$ cat config.mk
export PLATFORM = sky130hd
export DESIGN_NAME = irq_pm_ctrl
export DESIGN_NICKNAME = d
export VERILOG_FILES = /design/src/irq_pm_pkg.sv /design/src/port_fault_det.sv /design/src/irq_pm_ctrl.sv
export SDC_FILE = /design/constraint.sdc
export NUM_CORES = 1
export LEC_CHECK = 0
export BUFFER_PORTS_ARGS = -buffer_cell sky130_fd_sc_hd__buf_2
export CELL_PAD_IN_SITES_DETAIL_PLACEMENT = 0
export CELL_PAD_IN_SITES_GLOBAL_PLACEMENT = 1
export CORE_ASPECT_RATIO = 0.9
export CORE_MARGIN = 3
export CORE_UTILIZATION = 42
export DETAILED_ROUTE_END_ITERATION = 8
export HOLD_SLACK_MARGIN = 0.06
export PLACE_DENSITY_LB_ADDON = 0.1
export SLEW_MARGIN = 20
export SYNTH_ARGS = -nofsm -noshare
export SYNTH_HDL_FRONTEND = slang
export SYNTH_HIERARCHICAL = 1
export SYNTH_SLANG_ARGS = --single-unit
$ cat constraint.sdc
create_clock -name clk_sys -period 1.7 [get_ports clk_sys]
set_input_delay 0.34 -clock clk_sys [delete_from_list [all_inputs] [get_ports clk_sys]]
set_output_delay 0.34 -clock clk_sys [all_outputs]
set_load 0.02 [all_outputs]
$ cat src/irq_pm_pkg.sv
// irq_pm_pkg: offsets, field positions, reset values and timing counts
// shared by the bridge interrupt, fault and power-management logic.
// assumes the host-port csr window decode happens upstream.
package irq_pm_pkg;

  // ----------------------------------------------------------------
  // host-port csr offsets (byte addresses)
  // ----------------------------------------------------------------
  localparam logic [7:0] OFS_EVENT_SET = 8'h00;
  localparam logic [7:0] OFS_EVENT_CLR = 8'h04;
  localparam logic [7:0] OFS_MASK_SET = 8'h08;
  localparam logic [7:0] OFS_MASK_CLR = 8'h0c;
  localparam logic [7:0] OFS_ERR_REPORT = 8'h10;

  // ----------------------------------------------------------------
  // field positions
  // ----------------------------------------------------------------
  localparam int NUM_PORTS = 4;
  localparam int BIT_GLOBAL_GATE = 31;
  localparam int BIT_PORT_FAULT = 30;
  localparam int BIT_PIN3_IRQ = 28;
  localparam int BIT_PIN2_IRQ = 27;
  localparam int BIT_READY_TO_DIS = 1;
  localparam int BIT_PM_REV_SEL = 4;
  localparam int BIT_WAKE_STATUS = 15;
  localparam int BIT_WAKE_ENABLE = 8;
  localparam int BIT_SYS_ERR_EN = 8;
  localparam int BIT_COLD_WAKE = 15;

  // writable bits of event and mask registers
  localparam logic [31:0] EVENT_WR_MASK = 32'h1800_000f;
  localparam logic [31:0] MASK_WR_MASK = 32'hd800_000f;
  localparam logic [31:0] EVENT_RESET = 32'h0000_0000;
  localparam logic [31:0] MASK_RESET = 32'h0000_0000;
  localparam logic [3:0] ERR_RESET = 4'h0;

  // ----------------------------------------------------------------
  // byte-enable patterns legal for a narrow dsp
  // ----------------------------------------------------------------
  localparam logic [3:0] BE_UPPER_OFF = 4'b1100;
  localparam logic [3:0] BE_LOWER_OFF = 4'b0011;
  localparam logic [3:0] BE_ALL_ON = 4'b0000;

  // ----------------------------------------------------------------
  // power-management capability fields
  // ----------------------------------------------------------------
  localparam logic [1:0] PWR_D0 = 2'b00;
  localparam logic [2:0] PM11_VERSION = 3'b010;
  localparam logic [2:0] AUX_CUR_COLD = 3'b001;
  localparam logic [2:0] AUX_CUR_NONE = 3'b000;

  // ----------------------------------------------------------------
  // timing
  // ----------------------------------------------------------------
  localparam int READY_TIMEOUT_CYC = 256;
  localparam int DISCARD_CYC_DEFAULT = 1024;
  localparam int TIMER_W = 16;

endpackage : irq_pm_pkg

$ cat src/port_fault_det.sv
// port_fault_det: fault detection for one dsp host port.
// assumes select, ready and read-pending come from the same clock,
// ready already synchronised by the caller.
`timescale 1ns/100ps
module port_fault_det
  import irq_pm_pkg::*;
#(
  parameter int DISCARD_CYC = DISCARD_CYC_DEFAULT
)
(
  // clock and reset
  input wire logic clk_sys,
  input wire logic rst,
  // port activity
  input wire logic port_select_n,
  input wire logic ready_n,
  input wire logic read_pending,
  input wire logic narrow_port,
  input wire logic be_valid,
  input wire logic [3:0] byte_en_n,
  // control
  input wire logic ready_timeout_disable,
  // result
  output logic fault_q
);

  logic [TIMER_W-1:0] ready_cnt_q;
  logic [TIMER_W-1:0] discard_cnt_q;
  logic ready_to;
  logic discard_to;
  logic be_bad;

  // ----------------------------------------------------------------
  // ready timeout
  // ----------------------------------------------------------------
  always_ff @(posedge clk_sys)
  begin
    if (rst || port_select_n || !ready_n || ready_timeout_disable)
      ready_cnt_q <= '0;
    else if (ready_cnt_q != TIMER_W'(READY_TIMEOUT_CYC))
      ready_cnt_q <= ready_cnt_q + 1'b1;
  end

  assign ready_to = (ready_cnt_q == TIMER_W'(READY_TIMEOUT_CYC - 1)) && !port_select_n && ready_n
                    && !ready_timeout_disable;

  // ----------------------------------------------------------------
  // discard timer for pending reads
  // ----------------------------------------------------------------
  always_ff @(posedge clk_sys)
  begin
    if (rst || !read_pending)
      discard_cnt_q <= '0;
    else if (discard_cnt_q != TIMER_W'(DISCARD_CYC))
      discard_cnt_q <= discard_cnt_q + 1'b1;
  end

  assign discard_to = read_pending && (discard_cnt_q == TIMER_W'(DISCARD_CYC - 1));

  assign be_bad = be_valid && narrow_port && (byte_en_n != BE_UPPER_OFF) && (byte_en_n != BE_LOWER_OFF)
                  && (byte_en_n != BE_ALL_ON);

  always_ff @(posedge clk_sys)
  begin
    if (rst)
      fault_q <= 1'b0;
    else
      fault_q <= ready_to || discard_to || be_bad;
  end

  // a fault with no byte-enable or discard cause must come from a full wait
  ready_window_a: assert property (@(posedge clk_sys) disable iff (rst)
    fault_q && !$past(be_bad) && !$past(discard_to) |-> $past(ready_cnt_q) == TIMER_W'(READY_TIMEOUT_CYC - 1))
    else $error("early ready timeout");
  narrow_be_a: assert property (@(posedge clk_sys) disable iff (rst)
    be_bad |=> fault_q)
    else $error("bad byte enables not flagged");

endmodule : port_fault_det

$ cat src/irq_pm_ctrl.sv
// irq_pm_ctrl: event and mask registers, host-port error report,
// inta and pme gating, fault-handling mode and pm capability fields.
// assumes csr accesses arrive as single-cycle strobes on clk_sys and
// gpio pins and dsp interrupt lines are asynchronous to it.
`timescale 1ns/100ps
module irq_pm_ctrl
  import irq_pm_pkg::*;
#(
  parameter int DISCARD_CYC = DISCARD_CYC_DEFAULT
)
(
  // clock and reset
  input wire logic clk_sys,
  input wire logic rst,
  // csr access
  input wire logic csr_wr,
  input wire logic csr_rd,
  input wire logic [7:0] csr_addr,
  input wire logic [31:0] csr_wdata,
  output logic [31:0] csr_rdata_q,
  // dsp host ports
  input wire logic [NUM_PORTS-1:0] dsp_host_irq_lines,
  input wire logic [NUM_PORTS-1:0] port_select_n,
  input wire logic [NUM_PORTS-1:0] narrow_dsp_ready_n,
  input wire logic [NUM_PORTS-1:0] wide_dsp_ready_n,
  input wire logic [NUM_PORTS-1:0] narrow_port,
  input wire logic [NUM_PORTS-1:0] read_pending,
  input wire logic [NUM_PORTS-1:0] be_valid,
  input wire logic [3:0] byte_en_n,
  // general-purpose pins
  input wire logic pin3_in,
  input wire logic pin2_in,
  input wire logic pin3_irq_select,
  input wire logic pin2_irq_select,
  input wire logic pin3_type_change,
  input wire logic pin2_type_change,
  // configuration bits
  input wire logic [7:0] diag_reg,
  input wire logic [7:0] misc_ctrl,
  input wire logic [15:0] pci_command,
  input wire logic [15:0] pm_csr,
  input wire logic [1:0] power_state,
  input wire logic cold_wake_support,
  input wire logic [15:9] pm_cap_hi,
  input wire logic pm_cap_bit5,
  input wire logic pm_cap_bit3,
  // error events
  input wire logic posted_write_err,
  input wire logic addr_parity_err,
  // outputs
  output logic inta_q,
  output logic pme_q,
  output logic target_abort_q,
  output logic zero_data_q,
  output logic serr_q,
  output logic [15:0] power_mgmt_capabilities_q
);

  logic [31:0] event_q;
  logic [31:0] event_d;
  logic [31:0] mask_q;
  logic [NUM_PORTS-1:0] per_port_fault_flags_q;
  logic [NUM_PORTS-1:0] port_fault;
  logic [NUM_PORTS-1:0] irq_s1_q, irq_s2_q;
  logic [2*NUM_PORTS-1:0] rdy_s1_q, rdy_s2_q;
  logic [NUM_PORTS-1:0] ready_n;
  logic [1:0] pin_s1_q, pin_s2_q, pin_prev_q;
  logic [1:0] pin_evt;
  logic host_port_fault;
  logic [31:0] pending;
  logic ready_timeout_disable;
  logic pm_rev_select;
  logic any_fault;

  function automatic logic hit(input logic [7:0] a, input logic [7:0] ofs);
    hit = (a == ofs);
  endfunction : hit

  // ----------------------------------------------------------------
  // input synchronisers
  // ----------------------------------------------------------------
  always_ff @(posedge clk_sys)
  begin
    if (rst)
    begin
      irq_s1_q <= '0;
      irq_s2_q <= '0;
      rdy_s1_q <= '1;
      rdy_s2_q <= '1;
      pin_s1_q <= 2'b11;
      pin_s2_q <= 2'b11;
      pin_prev_q <= 2'b11;
    end
    else
    begin
      irq_s1_q <= dsp_host_irq_lines;
      irq_s2_q <= irq_s1_q;
      rdy_s1_q <= {narrow_dsp_ready_n, wide_dsp_ready_n};
      rdy_s2_q <= rdy_s1_q;
      pin_s1_q <= {pin3_in, pin2_in};
      pin_s2_q <= pin_s1_q;
      pin_prev_q <= pin_s2_q;
    end
  end

  // low level or any change, chosen per pin
  assign pin_evt[1] = pin3_irq_select && (pin3_type_change ? (pin_s2_q[1] != pin_prev_q[1]) : !pin_s2_q[1]);
  assign pin_evt[0] = pin2_irq_select && (pin2_type_change ? (pin_s2_q[0] != pin_prev_q[0]) : !pin_s2_q[0]);

  assign ready_timeout_disable = diag_reg[BIT_READY_TO_DIS];
  assign pm_rev_select = misc_ctrl[BIT_PM_REV_SEL];
  // either ready pin answers; combined only after both are synchronised
  assign ready_n = rdy_s2_q[2*NUM_PORTS-1:NUM_PORTS] & rdy_s2_q[NUM_PORTS-1:0];

  // ----------------------------------------------------------------
  // per-port fault detectors
  // ----------------------------------------------------------------
  generate
    for (genvar p = 0; p < NUM_PORTS; p++)
    begin : g_port
      port_fault_det #(
        .DISCARD_CYC(DISCARD_CYC)
      ) u_det (
        .clk_sys(clk_sys),
        .rst(rst),
        .port_select_n(port_select_n[p]),
        .ready_n(ready_n[p]),
        .read_pending(read_pending[p]),
        .narrow_port(narrow_port[p]),
        .be_valid(be_valid[p]),
        .byte_en_n(byte_en_n),
        .ready_timeout_disable(ready_timeout_disable),
        .fault_q(port_fault[p])
      );
    end
  endgenerate

  // ----------------------------------------------------------------
  // error report register: fault sets, write-one clears, set wins
  // ----------------------------------------------------------------
  always_ff @(posedge clk_sys)
  begin
    if (rst)
      per_port_fault_flags_q <= ERR_RESET;
    else if (csr_wr && hit(csr_addr, OFS_ERR_REPORT))
      per_port_fault_flags_q <= (per_port_fault_flags_q & ~csr_wdata[NUM_PORTS-1:0]) | port_fault;
    else
      per_port_fault_flags_q <= per_port_fault_flags_q | port_fault;
  end

  assign host_port_fault = |per_port_fault_flags_q;
  assign any_fault = |port_fault;

  // ----------------------------------------------------------------
  // event register; hardware sets win over software clears
  // ----------------------------------------------------------------
  always_comb
  begin
    event_d = event_q;
    if (csr_wr && hit(csr_addr, OFS_EVENT_SET))
      event_d = event_d | (csr_wdata & EVENT_WR_MASK);
    if (csr_wr && hit(csr_addr, OFS_EVENT_CLR))
      event_d = event_d & ~(csr_wdata & EVENT_WR_MASK);
    event_d[NUM_PORTS-1:0] = event_d[NUM_PORTS-1:0] | irq_s2_q;
    event_d[BIT_PIN3_IRQ] = event_d[BIT_PIN3_IRQ] | pin_evt[1];
    event_d[BIT_PIN2_IRQ] = event_d[BIT_PIN2_IRQ] | pin_evt[0];
    event_d = event_d & EVENT_WR_MASK;
    event_d[BIT_PORT_FAULT] = host_port_fault;
  end

  always_ff @(posedge clk_sys)
  begin
    if (rst)
      event_q <= EVENT_RESET;
    else
      event_q <= event_d;
  end

  always_ff @(posedge clk_sys)
  begin
    if (rst)
      mask_q <= MASK_RESET;
    else if (csr_wr && hit(csr_addr, OFS_MASK_SET))
      mask_q <= mask_q | (csr_wdata & MASK_WR_MASK);
    else if (csr_wr && hit(csr_addr, OFS_MASK_CLR))
      mask_q <= mask_q & ~(csr_wdata & MASK_WR_MASK);
  end

  // ----------------------------------------------------------------
  // read mux
  // ----------------------------------------------------------------
  always_ff @(posedge clk_sys)
  begin
    if (rst)
      csr_rdata_q <= '0;
    else if (csr_rd)
    begin
      if (hit(csr_addr, OFS_EVENT_SET))
        csr_rdata_q <= event_q;
      else if (hit(csr_addr, OFS_EVENT_CLR))
        csr_rdata_q <= event_q & mask_q;
      else if (hit(csr_addr, OFS_MASK_SET) || hit(csr_addr, OFS_MASK_CLR))
        csr_rdata_q <= mask_q;
      else if (hit(csr_addr, OFS_ERR_REPORT))
        csr_rdata_q <= {28'h0, per_port_fault_flags_q};
      else
        csr_rdata_q <= '0;
    end
  end

  // ----------------------------------------------------------------
  // inta and pme
  // ----------------------------------------------------------------
  // the fault bit is masked like any other, so bit 30 plus gate gives inta
  assign pending = event_q & mask_q & ~(32'h1 << BIT_GLOBAL_GATE);

  always_ff @(posedge clk_sys)
  begin
    if (rst)
      inta_q <= 1'b0;
    else
      inta_q <= mask_q[BIT_GLOBAL_GATE] && (|pending) && (power_state == PWR_D0);
  end

  always_ff @(posedge clk_sys)
  begin
    if (rst)
      pme_q <= 1'b0;
    else
      pme_q <= (|pending) && pm_csr[BIT_WAKE_STATUS] && pm_csr[BIT_WAKE_ENABLE];
  end

  // ----------------------------------------------------------------
  // fault-handling mode: abort or zero data, serr
  // ----------------------------------------------------------------
  always_ff @(posedge clk_sys)
  begin
    if (rst)
    begin
      target_abort_q <= 1'b0;
      zero_data_q <= 1'b0;
    end
    else
    begin
      target_abort_q <= any_fault && !mask_q[BIT_PORT_FAULT];
      zero_data_q <= any_fault && mask_q[BIT_PORT_FAULT];
    end
  end

  always_ff @(posedge clk_sys)
  begin
    if (rst)
      serr_q <= 1'b0;
    else
      serr_q <= pci_command[BIT_SYS_ERR_EN] && (addr_parity_err
                || (posted_write_err && !mask_q[BIT_PORT_FAULT]));
  end

  // ----------------------------------------------------------------
  // power-management capabilities read-only view
  // ----------------------------------------------------------------
  always_ff @(posedge clk_sys)
  begin
    if (rst)
      power_mgmt_capabilities_q <= '0;
    else if (pm_rev_select)
      power_mgmt_capabilities_q <= {pm_cap_hi,
                                    (cold_wake_support ? AUX_CUR_COLD : AUX_CUR_NONE),
                                    pm_cap_bit5, 1'b0, pm_cap_bit3, PM11_VERSION};
    else
      power_mgmt_capabilities_q <= {pm_cap_hi, 3'b000, pm_cap_bit5, 1'b1, pm_cap_bit3, 3'b001};
  end

  // ----------------------------------------------------------------
  // checks
  // ----------------------------------------------------------------
  fault_or_a: assert property (@(posedge clk_sys) disable iff (rst)
    ##1 event_q[BIT_PORT_FAULT] == $past(host_port_fault))
    else $error("fault bit not or of report");
  dsp_event_a: assert property (@(posedge clk_sys) disable iff (rst)
    irq_s2_q[0] |=> event_q[0])
    else $error("dsp event lost");
  inta_d0_a: assert property (@(posedge clk_sys) disable iff (rst)
    (power_state != PWR_D0) |=> !inta_q)
    else $error("inta outside d0");
  inta_gate_a: assert property (@(posedge clk_sys) disable iff (rst)
    inta_q |-> $past(mask_q[BIT_GLOBAL_GATE]) && $past(|pending))
    else $error("inta without cause");
  clr_read_a: assert property (@(posedge clk_sys) disable iff (rst)
    csr_rd && hit(csr_addr, OFS_EVENT_CLR) |=> csr_rdata_q == $past(event_q & mask_q))
    else $error("clear read wrong");
  abort_mode_a: assert property (@(posedge clk_sys) disable iff (rst)
    mask_q[BIT_PORT_FAULT] |=> !target_abort_q)
    else $error("abort in zero-data mode");
  fault_mode_a: assert property (@(posedge clk_sys) disable iff (rst)
    any_fault |=> zero_data_q == $past(mask_q[BIT_PORT_FAULT]) && target_abort_q != zero_data_q)
    else $error("fault mode response wrong");
  serr_mode_a: assert property (@(posedge clk_sys) disable iff (rst)
    addr_parity_err && pci_command[BIT_SYS_ERR_EN] |=> serr_q)
    else $error("parity serr missing");
  pme_gate_a: assert property (@(posedge clk_sys) disable iff (rst)
    pme_q |-> $past(pm_csr[BIT_WAKE_ENABLE]) && $past(pm_csr[BIT_WAKE_STATUS]))
    else $error("pme without wake bits");
  err_sticky_a: assert property (@(posedge clk_sys) disable iff (rst)
    port_fault[0] |=> per_port_fault_flags_q[0] ##1 event_q[BIT_PORT_FAULT])
    else $error("port fault not recorded");
  cap_rev_a: assert property (@(posedge clk_sys) disable iff (rst)
    pm_rev_select |=> power_mgmt_capabilities_q[2:0] == PM11_VERSION && !power_mgmt_capabilities_q[4])
    else $error("pm 1.1 layout wrong");

endmodule : irq_pm_ctrl

==> results of run 1 <==
[flip-flops by register name (all words and copies together), names as in the netlist, 7 cells and up, named ones only]
register                    count
csr_rdata_q                     8
event_q                         7
g_port.u_det/discard_cnt_q     64
g_port.u_det/ready_cnt_q       64
power_mgmt_capabilities_q      12
rdy_s1_q                        8
rdy_s2_q                        8
[power groups by stage]
stage | Sequential, mW | Combinational (mW) | Clock [mW]
floorplan | 5.09 | 0.373 | 0
global placement | 5.07 | 0.586 | 0
detailed placement | 5.07 | 0.588 | 0
CTS | 4.96 | 0.639 | 5.23
global route | 4.97 | 0.708 | 5.41
finish | 4.96 | 0.637 | 5.02
[cell families (layout without fill, tap and decap cells)]
| kind of cell | Yosys count | after routing |
|---|---|---|
| AND/OR/NAND/NOR | 487 | 487 |
| flip-flops | 206 | 206 |
| buffers and inverters | 113 | 256 |
| AO/OA/AOI/OAI | 106 | 106 |
| XOR/XNOR | 106 | 106 |
| adder cells (fa/ha/maj) | 16 | 16 |
| multiplexers | 8 | 8 |
| other | 1 | 28 |
[routing by layer]
layer / routed length (µm) / part of all wire [%] / vias up
li1: - / - / 3913
met1: 10200 / 50 / 3387
met2: 8970 / 44 / 140
met3: 846 / 4.1 / 32
met4: 511 / 2.5 / 0
met5: 0 / 0 / -
[critical path, delay by kind of cell, from the launching register on]
kind                     cells  cell delay, ns
AND/OR/NAND/NOR              3            0.60
adder cells (fa/ha/maj)      1            0.26
flip-flops                   1            0.42
XOR/XNOR                     1            0.15
[final cells by class]
type	count	area [µm²]
Timing Repair Buffer	181	1200
Sequential cell	206	4120
Tap cell	291	364
Multi-Input combinational cell	750	4960
Inverter	34	128
Antenna cell	1	2.50
Fill cell	2057	10500
Clock buffer	34	697
Clock inverter	7	87.6
[worst paths after layout]
kind                             startpoint                               to  depth (start not counted)
min                         pin2_irq_select                      event_q[27]                          3
max          g_port[2].u_det/ready_cnt_q[1]  g_port[2].u_det/ready_cnt_q[14]                          5
max reg2reg  g_port[2].u_det/ready_cnt_q[1]  g_port[2].u_det/ready_cnt_q[14]                          5
min reg2reg                     rdy_s1_q[4]                      rdy_s2_q[4]                          1
[cells in the final DEF (no fill, tap or decap), types with 26 or more instances in the layout]
master,n
sky130_fd_sc_hd__nand3_1,43
sky130_fd_sc_hd__nor2_1,147
sky130_fd_sc_hd__nand4_1,36
sky130_fd_sc_hd__buf_4,50
sky130_fd_sc_hd__dfxtp_1,206
sky130_fd_sc_hd__inv_1,34
sky130_fd_sc_hd__nor3_1,33
sky130_fd_sc_hd__conb_1,27
sky130_fd_sc_hd__buf_2,102
sky130_fd_sc_hd__xor2_1,52
sky130_fd_sc_hd__dlygate4sd3_1,27
sky130_fd_sc_hd__xnor2_1,54
sky130_fd_sc_hd__nand2_1,28
sky130_fd_sc_hd__a21oi_1,26
[stage by stage]
| stage | power (mW) | setup TNS (ns) | instances | area [µm²] | hold slack, ns |
|---|---|---|---|---|---|
| 2_1_floorplan | 5.46 | 0 | 1069 | 9740 | 0.389 |
| 3_3_place_gp | 5.65 | -0.0466 | 1435 | 10500 | 0.391 |
| 3_5_place_dp | 5.66 | -0.0866 | 1435 | 10500 | 0.393 |
| 4_1_cts | 10.8 | 0 | 1503 | 11500 | 0.0612 |
| 5_1_grt | 11.1 | 0 | 1504 | 11600 | 0.0829 |
| 6_report | 10.6 | 0 | 1504 | 11600 | 0.0821 |
[repair_timing]
item / 4_1_cts / 5_1_grt
hold buffers: 27 / 0
gates resized for setup: 0 / 3
setup buffers: 0 / 0
setup endpoints to repair: 0 / 4
hold endpoints to repair: 27 / 0
==> out/results.md, run 1 <==
| Parameter | This run |
| --- | --- |
| Setup WS pre-CTS | -0.0358 ns |
| Average footprint of a synthesized cell | 9.25 µm² |
| Mux contribution to synthesized area | 0.830% |
| Maximum number of pins on one net before global-route repair | 63 |
| Data required, critical path | 2.09 ns |
| Vias per inst | 4.97 |
| Final HPWL DP | 14300 µm |
| Largest stage delay, worst path | 0.42 ns |
| Routed wire length | 20500 µm |
| Path class of the lowest-slack min-delay path | in -> reg |
| Share of the synthesized area in the top cell type | 42.8% |
| RSZ-0062 raised after global routing | no |
| First-pass detailed-route iteration total | 4 |
| Routing usage on met1 | 23.5% |
| Most used standard cell by instance count after synthesis | sky130_fd_sc_hd__dfxtp_1 |
| List of cells traversed by the critical path | ha_1, nand3_2, nor4_2, xnor2_1, nor2_1 |
| Sort of element at the start of the critical path | flop |
| Core area | 22100 µm² |
| Worst max-slew margin expressed relative to the limit | 65.3% |
| Met2 Usage GRT | 26.1% |
| Setup WS post-layout | 0.164 ns |
| Die height | 150 µm |
| Reg-to-reg setup timing slack | 0.16 ns |
| Main combinational cell family by area after synthesis | simple AND/OR/NAND/NOR gates |
| Worst Max-Slew Pin Slew | 0.513 ns |
| Number of nets with antenna violations after detailed routing | 0 |
| Main area contributors after synthesis | sky130_fd_sc_hd__dfxtp_1 (43%), sky130_fd_sc_hd__nor2_1 (5.7%), sky130_fd_sc_hd__xnor2_1 (4.9%) |
| Synth Area in Adders | 2.08% |
| Violation count after the first detailed-routing iteration | 414 |
| Via total after detailed routing | 7472 |
| Fraction of layout cells with a size suffix above 1 | 21.5% |
| Area growth from synthesis to final layout | 19.9% |
| Overall die area | 24800 µm² |
| Leading area contributor after synthesis | sky130_fd_sc_hd__dfxtp_1 |
| Highest achievable clock rate | 651 MHz |
| Total clock sinks | 206 |
| Routability Congestion | 0.785 |
| Post-synth cell types | 58 |
| Final critical-path required period | 1.54 ns |
| Worst Path Max Fanout | 7 |
| Boundary Pins | 197 |
| Hold violation total from the final report | 0 |
| Comb power frac | 6.0% |
| Bufs on Longest Clock Path | 3 |
| Power share of the sequential group | 46.7% |
| Number of instances in the synthesized netlist | 1043 |
| Flip-flop cell with the highest count after synthesis | sky130_fd_sc_hd__dfxtp_1 |
| End-of-flow core utilization | 52.4% |
| Arrival time at the worst endpoint | 1.92 ns |
| Switching share of total power | 21.6% |
| Initial antenna violation count | 1 |
| Vias in the first global route | 7005 |
| Clock edge transition at the registers on the reported setup and hold paths | 0.06 ns |
| Sequential element share of the synthesized area | 42.8% |
| Netlist Area Pre-Place | 9650 µm² |
| Final setup skew | 0.0109 ns |
| Post-synth top cells | sky130_fd_sc_hd__dfxtp_1 (206), sky130_fd_sc_hd__nor2_1 (147), sky130_fd_sc_hd__xnor2_1 (54) |
| Setup violation total in the final timing report | 0 |
| Critical path's slowest cell | sky130_fd_sc_hd__dfxtp_1 |
| Simple logic cell fraction of the synthesized area | 30.3% |
| Pins over their slew limit | 0 |
| Number of warnings reported in the yosys synthesis log | 6 |
| Final Cycle Share | 90.3% |
| Nature of the critical path endpoint | flop |
| Internal power contribution | 8.33 mW |
| CTS root buffer | sky130_fd_sc_hd__clkbuf_16 |
| Critical path type | reg -> reg |
| Reported leakage power | 4.34 nW |
| Buffers added on ports | 102 |
| Number of buffers created by CTS | 23 |
| Most utilized layer in the global route result | met2 |
| # H-tree levels | 1 |
| CTS tree | built |
| Count of unresolved DRC violations after routing | 0 |
| Detail-routed net length per standard cell | 13.7 µm |
| Number of enable flip-flop cells after synthesis | 0 |
| Global route total overflow | 0 |
| Starting utilization of the core area | 43.7% |
| Clk network pwr share | 47.3% |
| Xor-xnor portion of the synthesized cell area | 9.63% |
| Cell row count | 51 |
| Power density over the cells | 919 nW/µm² |
| Post-synth ARST share | 0% |
| Final layout net count | 1356 |
| Total Routing Usage GR | 16.5% |
| Run status | completed |
| Peak VDD IR | 0.000658 V |
| Worst-skew pair later-pin latency | 0.50 ns |
| Max-cap violation count | 0 |
| First-pass GRT wire length | 35100 µm |
| GR met3 Demand/Resource | 2.61% |
| DIE WIDTH | 166 µm |
| Net load switching power | 2.30 mW |
| Number of flip-flops and latches in the synthesized netlist | 206 |
| Post-synthesis compound-gate area fraction | 7.38% |
(Power assumes the default switching activity.)
==> inputs of run 2 (changes only) <==
--- a/config.mk
+++ b/config.mk
@@ -8,7 +8,7 @@
 export BUFFER_PORTS_ARGS = -buffer_cell sky130_fd_sc_hd__buf_2
 export CELL_PAD_IN_SITES_DETAIL_PLACEMENT = 0
 export CELL_PAD_IN_SITES_GLOBAL_PLACEMENT = 1
-export CORE_ASPECT_RATIO = 0.9
+export CORE_ASPECT_RATIO = 0.8
 export CORE_MARGIN = 3
 export CORE_UTILIZATION = 42
 export DETAILED_ROUTE_END_ITERATION = 8
==> out/results.md, run 2 (synthesis results as in run 1) <==
| Parameter | This run |
| --- | --- |
| Nature of the critical path endpoint | flop |
| Comb power frac | 6.0% |
| Power density over the cells | 928 nW/µm² |
| Worst Hold Path EP | event_q[28] |
| Via total after detailed routing | 7477 |
| Reg-to-reg endpoint | g_port[1].u_det/fault_q |
| Switching share of total power | 21.8% |
| Largest registers ranked by flip-flop count | g_port.u_det/discard_cnt_q: 64 flops, g_port.u_det/ready_cnt_q: 64 flops, power_mgmt_capabilities_q: 12 flops |
| Path class of the lowest-slack min-delay path | in -> reg |
| Critical path type | reg -> reg |
| Die height | 142 µm |
| First element of the critical path | g_port[1].u_det/ready_cnt_q[0] |
| Vias in the first global route | 7183 |
| Clock edge transition at the registers on the reported setup and hold paths | 0.06 ns |
| Data required, critical path | 2.06 ns |
| CTS root buffer | sky130_fd_sc_hd__clkbuf_16 |
| Clk network pwr share | 47.9% |
| Power share of the sequential group | 46.1% |
| Worst hold path stage count | 3 |
| Maximum number of pins on one net before global-route repair | 24 |
| Number of cell instances on the worst register-to-register path | 5 |
| Fraction of layout cells with a size suffix above 1 | 21.2% |
| Source of the worst register-to-register timing path | g_port[1].u_det/ready_cnt_q[0] |
| Filler-free cell count of the finished design | 1517 |
| End-of-flow core utilization | 52.6% |
| RSZ-0062 raised after global routing | no |
| Worst Path Max Fanout | 6 |
| Peak VDD IR | 0.000709 V |
| Vias per inst | 4.93 |
| Design Area, Final | 11600 µm² |
| Count of unresolved DRC violations after routing | 0 |
| DIE WIDTH | 175 µm |
| Area growth from synthesis to final layout | 20.2% |
| Net load switching power | 2.34 mW |
| Instance count after placement with tap cells included | 1446 |
| Final HPWL DP | 14600 µm |
| Most frequent standard cell in the layout excluding fill and tap cells | sky130_fd_sc_hd__dfxtp_1 |
| Number of buffers created by CTS | 23 |
| Cell row count | 48 |
| Pins over their slew limit | 0 |
| Top library cells by usage in the layout, fill and taps aside | sky130_fd_sc_hd__dfxtp_1 (206), sky130_fd_sc_hd__nor2_1 (147), sky130_fd_sc_hd__buf_2 (102) |
| Total clock sinks | 206 |
| Startpoint of the most critical hold path | pin3_irq_select |
| Routability Congestion | 0.817 |
| Violation count after the first detailed-routing iteration | 409 |
| Global route total overflow | 0 |
| Core area | 22000 µm² |
| Detail-routed net length per standard cell | 13.7 µm |
| Final critical-path required period | 1.60 ns |
| Reported leakage power | 4.36 nW |
| Starting utilization of the core area | 43.8% |
| Highest achievable clock rate | 624 MHz |
| Final layout net count | 1361 |
| Internal power contribution | 8.42 mW |
| Cell area reported after detailed placement | 10500 µm² |
| Layout filler cell count | 2080 |
| Sort of element at the start of the critical path | flop |
| Final setup skew | 0.0104 ns |
| Overall die area | 24800 µm² |
| Boundary Pins | 197 |
| First-pass detailed-route iteration total | 4 |
| Total Negative Setup Slacks | 0 ns |
| Max-cap violation count | 0 |
| Reg-to-reg setup timing slack | 0.1 ns |
| Total Routing Usage GR | 16.6% |
| Number of nets with antenna violations after detailed routing | 0 |
| Final Cycle Share | 94.2% |
| Hold violation total from the final report | 0 |
| Worst Max-Slew Pin Slew | 0.535 ns |
| Initial antenna violation count | 0 |
| Worst-skew pair later-pin latency | 0.50 ns |
| Routed wire length | 20800 µm |
| First-pass GRT wire length | 35400 µm |
| Setup violation total in the final timing report | 0 |
| Arrival time at the worst endpoint | 1.96 ns |
| Worst max-slew margin expressed relative to the limit | 63.8% |
| Buffers added on ports | 102 |
| CTS tree | built |
| # H-tree levels | 1 |
| Run status | completed |
| Bufs on Longest Clock Path | 3 |
| N_diodes | 0 |
run 2: cell count changes in the layout (fill, tap and decap cells not counted), sizes merged:
cell / before / now
dlygate4sd3: 27 / 30
buf: 154 / 156
clkinv: 4 / 2
inv: 34 / 36
bufinv: 2 / 3
clkinvlp: 1 / 0
diode: 1 / 0
run 2: worst max path at each step:
| stage | cells past startpoint | end | slack, ns |
|---|---|---|---|
| 2_1_floorplan | 6 | flop | 0.19 |
| 3_3_place_gp | 6 | csr_rdata_q[27] | -0.01 |
| 3_5_place_dp | 6 | csr_rdata_q[28] | -0.02 |
| 4_1_cts | 5 | g_port[2].u_det/ready_cnt_q[14] | 0.07 |
| 5_1_grt | 5 | g_port[0].u_det/ready_cnt_q[14] | 0.01 |
| 6_report | 5 | g_port[1].u_det/fault_q | 0.1 |
run 2: area by class of cell:
type	instances	area [µm²]	share of cell area, %
Sequential cell	206	4120	35.6
Clock inverter	7	118	1.01
Timing Repair Buffer	186	1220	10.5
Tap cell	300	375	3.24
Clock buffer	34	677	5.84
Inverter	34	128	1.10
Multi-Input combinational cell	750	4950	42.7
run 2: critical path: stages (launching register included):
cell and delay [ns]:
sky130_fd_sc_hd__dfxtp_1 0.31, sky130_fd_sc_hd__ha_1 0.22, sky130_fd_sc_hd__nand3_1 0.23, sky130_fd_sc_hd__nor2_1 0.12, sky130_fd_sc_hd__a31oi_1 0.44, sky130_fd_sc_hd__o41ai_1 0.14
run 2: what timing repair did:
action                     4_1_cts  5_1_grt
setup buffers                    0        0
hold buffers                    30        0
hold endpoints to repair        29        0
gates resized for setup          0        1
setup endpoints to repair        0        2
run 2: metrics by stage:
step                hold WS, ns  power (mW)  worst slack (ns)
finish                   0.0922        10.8            0.0986
global route             0.0940        11.2            0.0142
CTS                      0.0657        10.9            0.0676
detailed placement        0.392        5.66           -0.0163
global placement          0.391        5.66           -0.0142
floorplan                 0.389        5.46             0.190
run 2: power groups by stage:
stage          Combinational [mW]  Sequential, mW  Clock (mW)
2_1_floorplan               0.373            5.09           0
3_3_place_gp                0.588            5.07           0
3_5_place_dp                0.590            5.07           0
4_1_cts                     0.647            4.96        5.34
5_1_grt                     0.714            4.97        5.51
6_report                    0.642            4.96        5.15
run 2: metal layers:
layer  GRT usage [%]  wire, µm  part of all wire, %
met1            24.9     11000                   53
met2            25.2      8560                   41
met3            2.49       863                  4.1
met4            3.75       422                  2.0
met5               0         0                    0
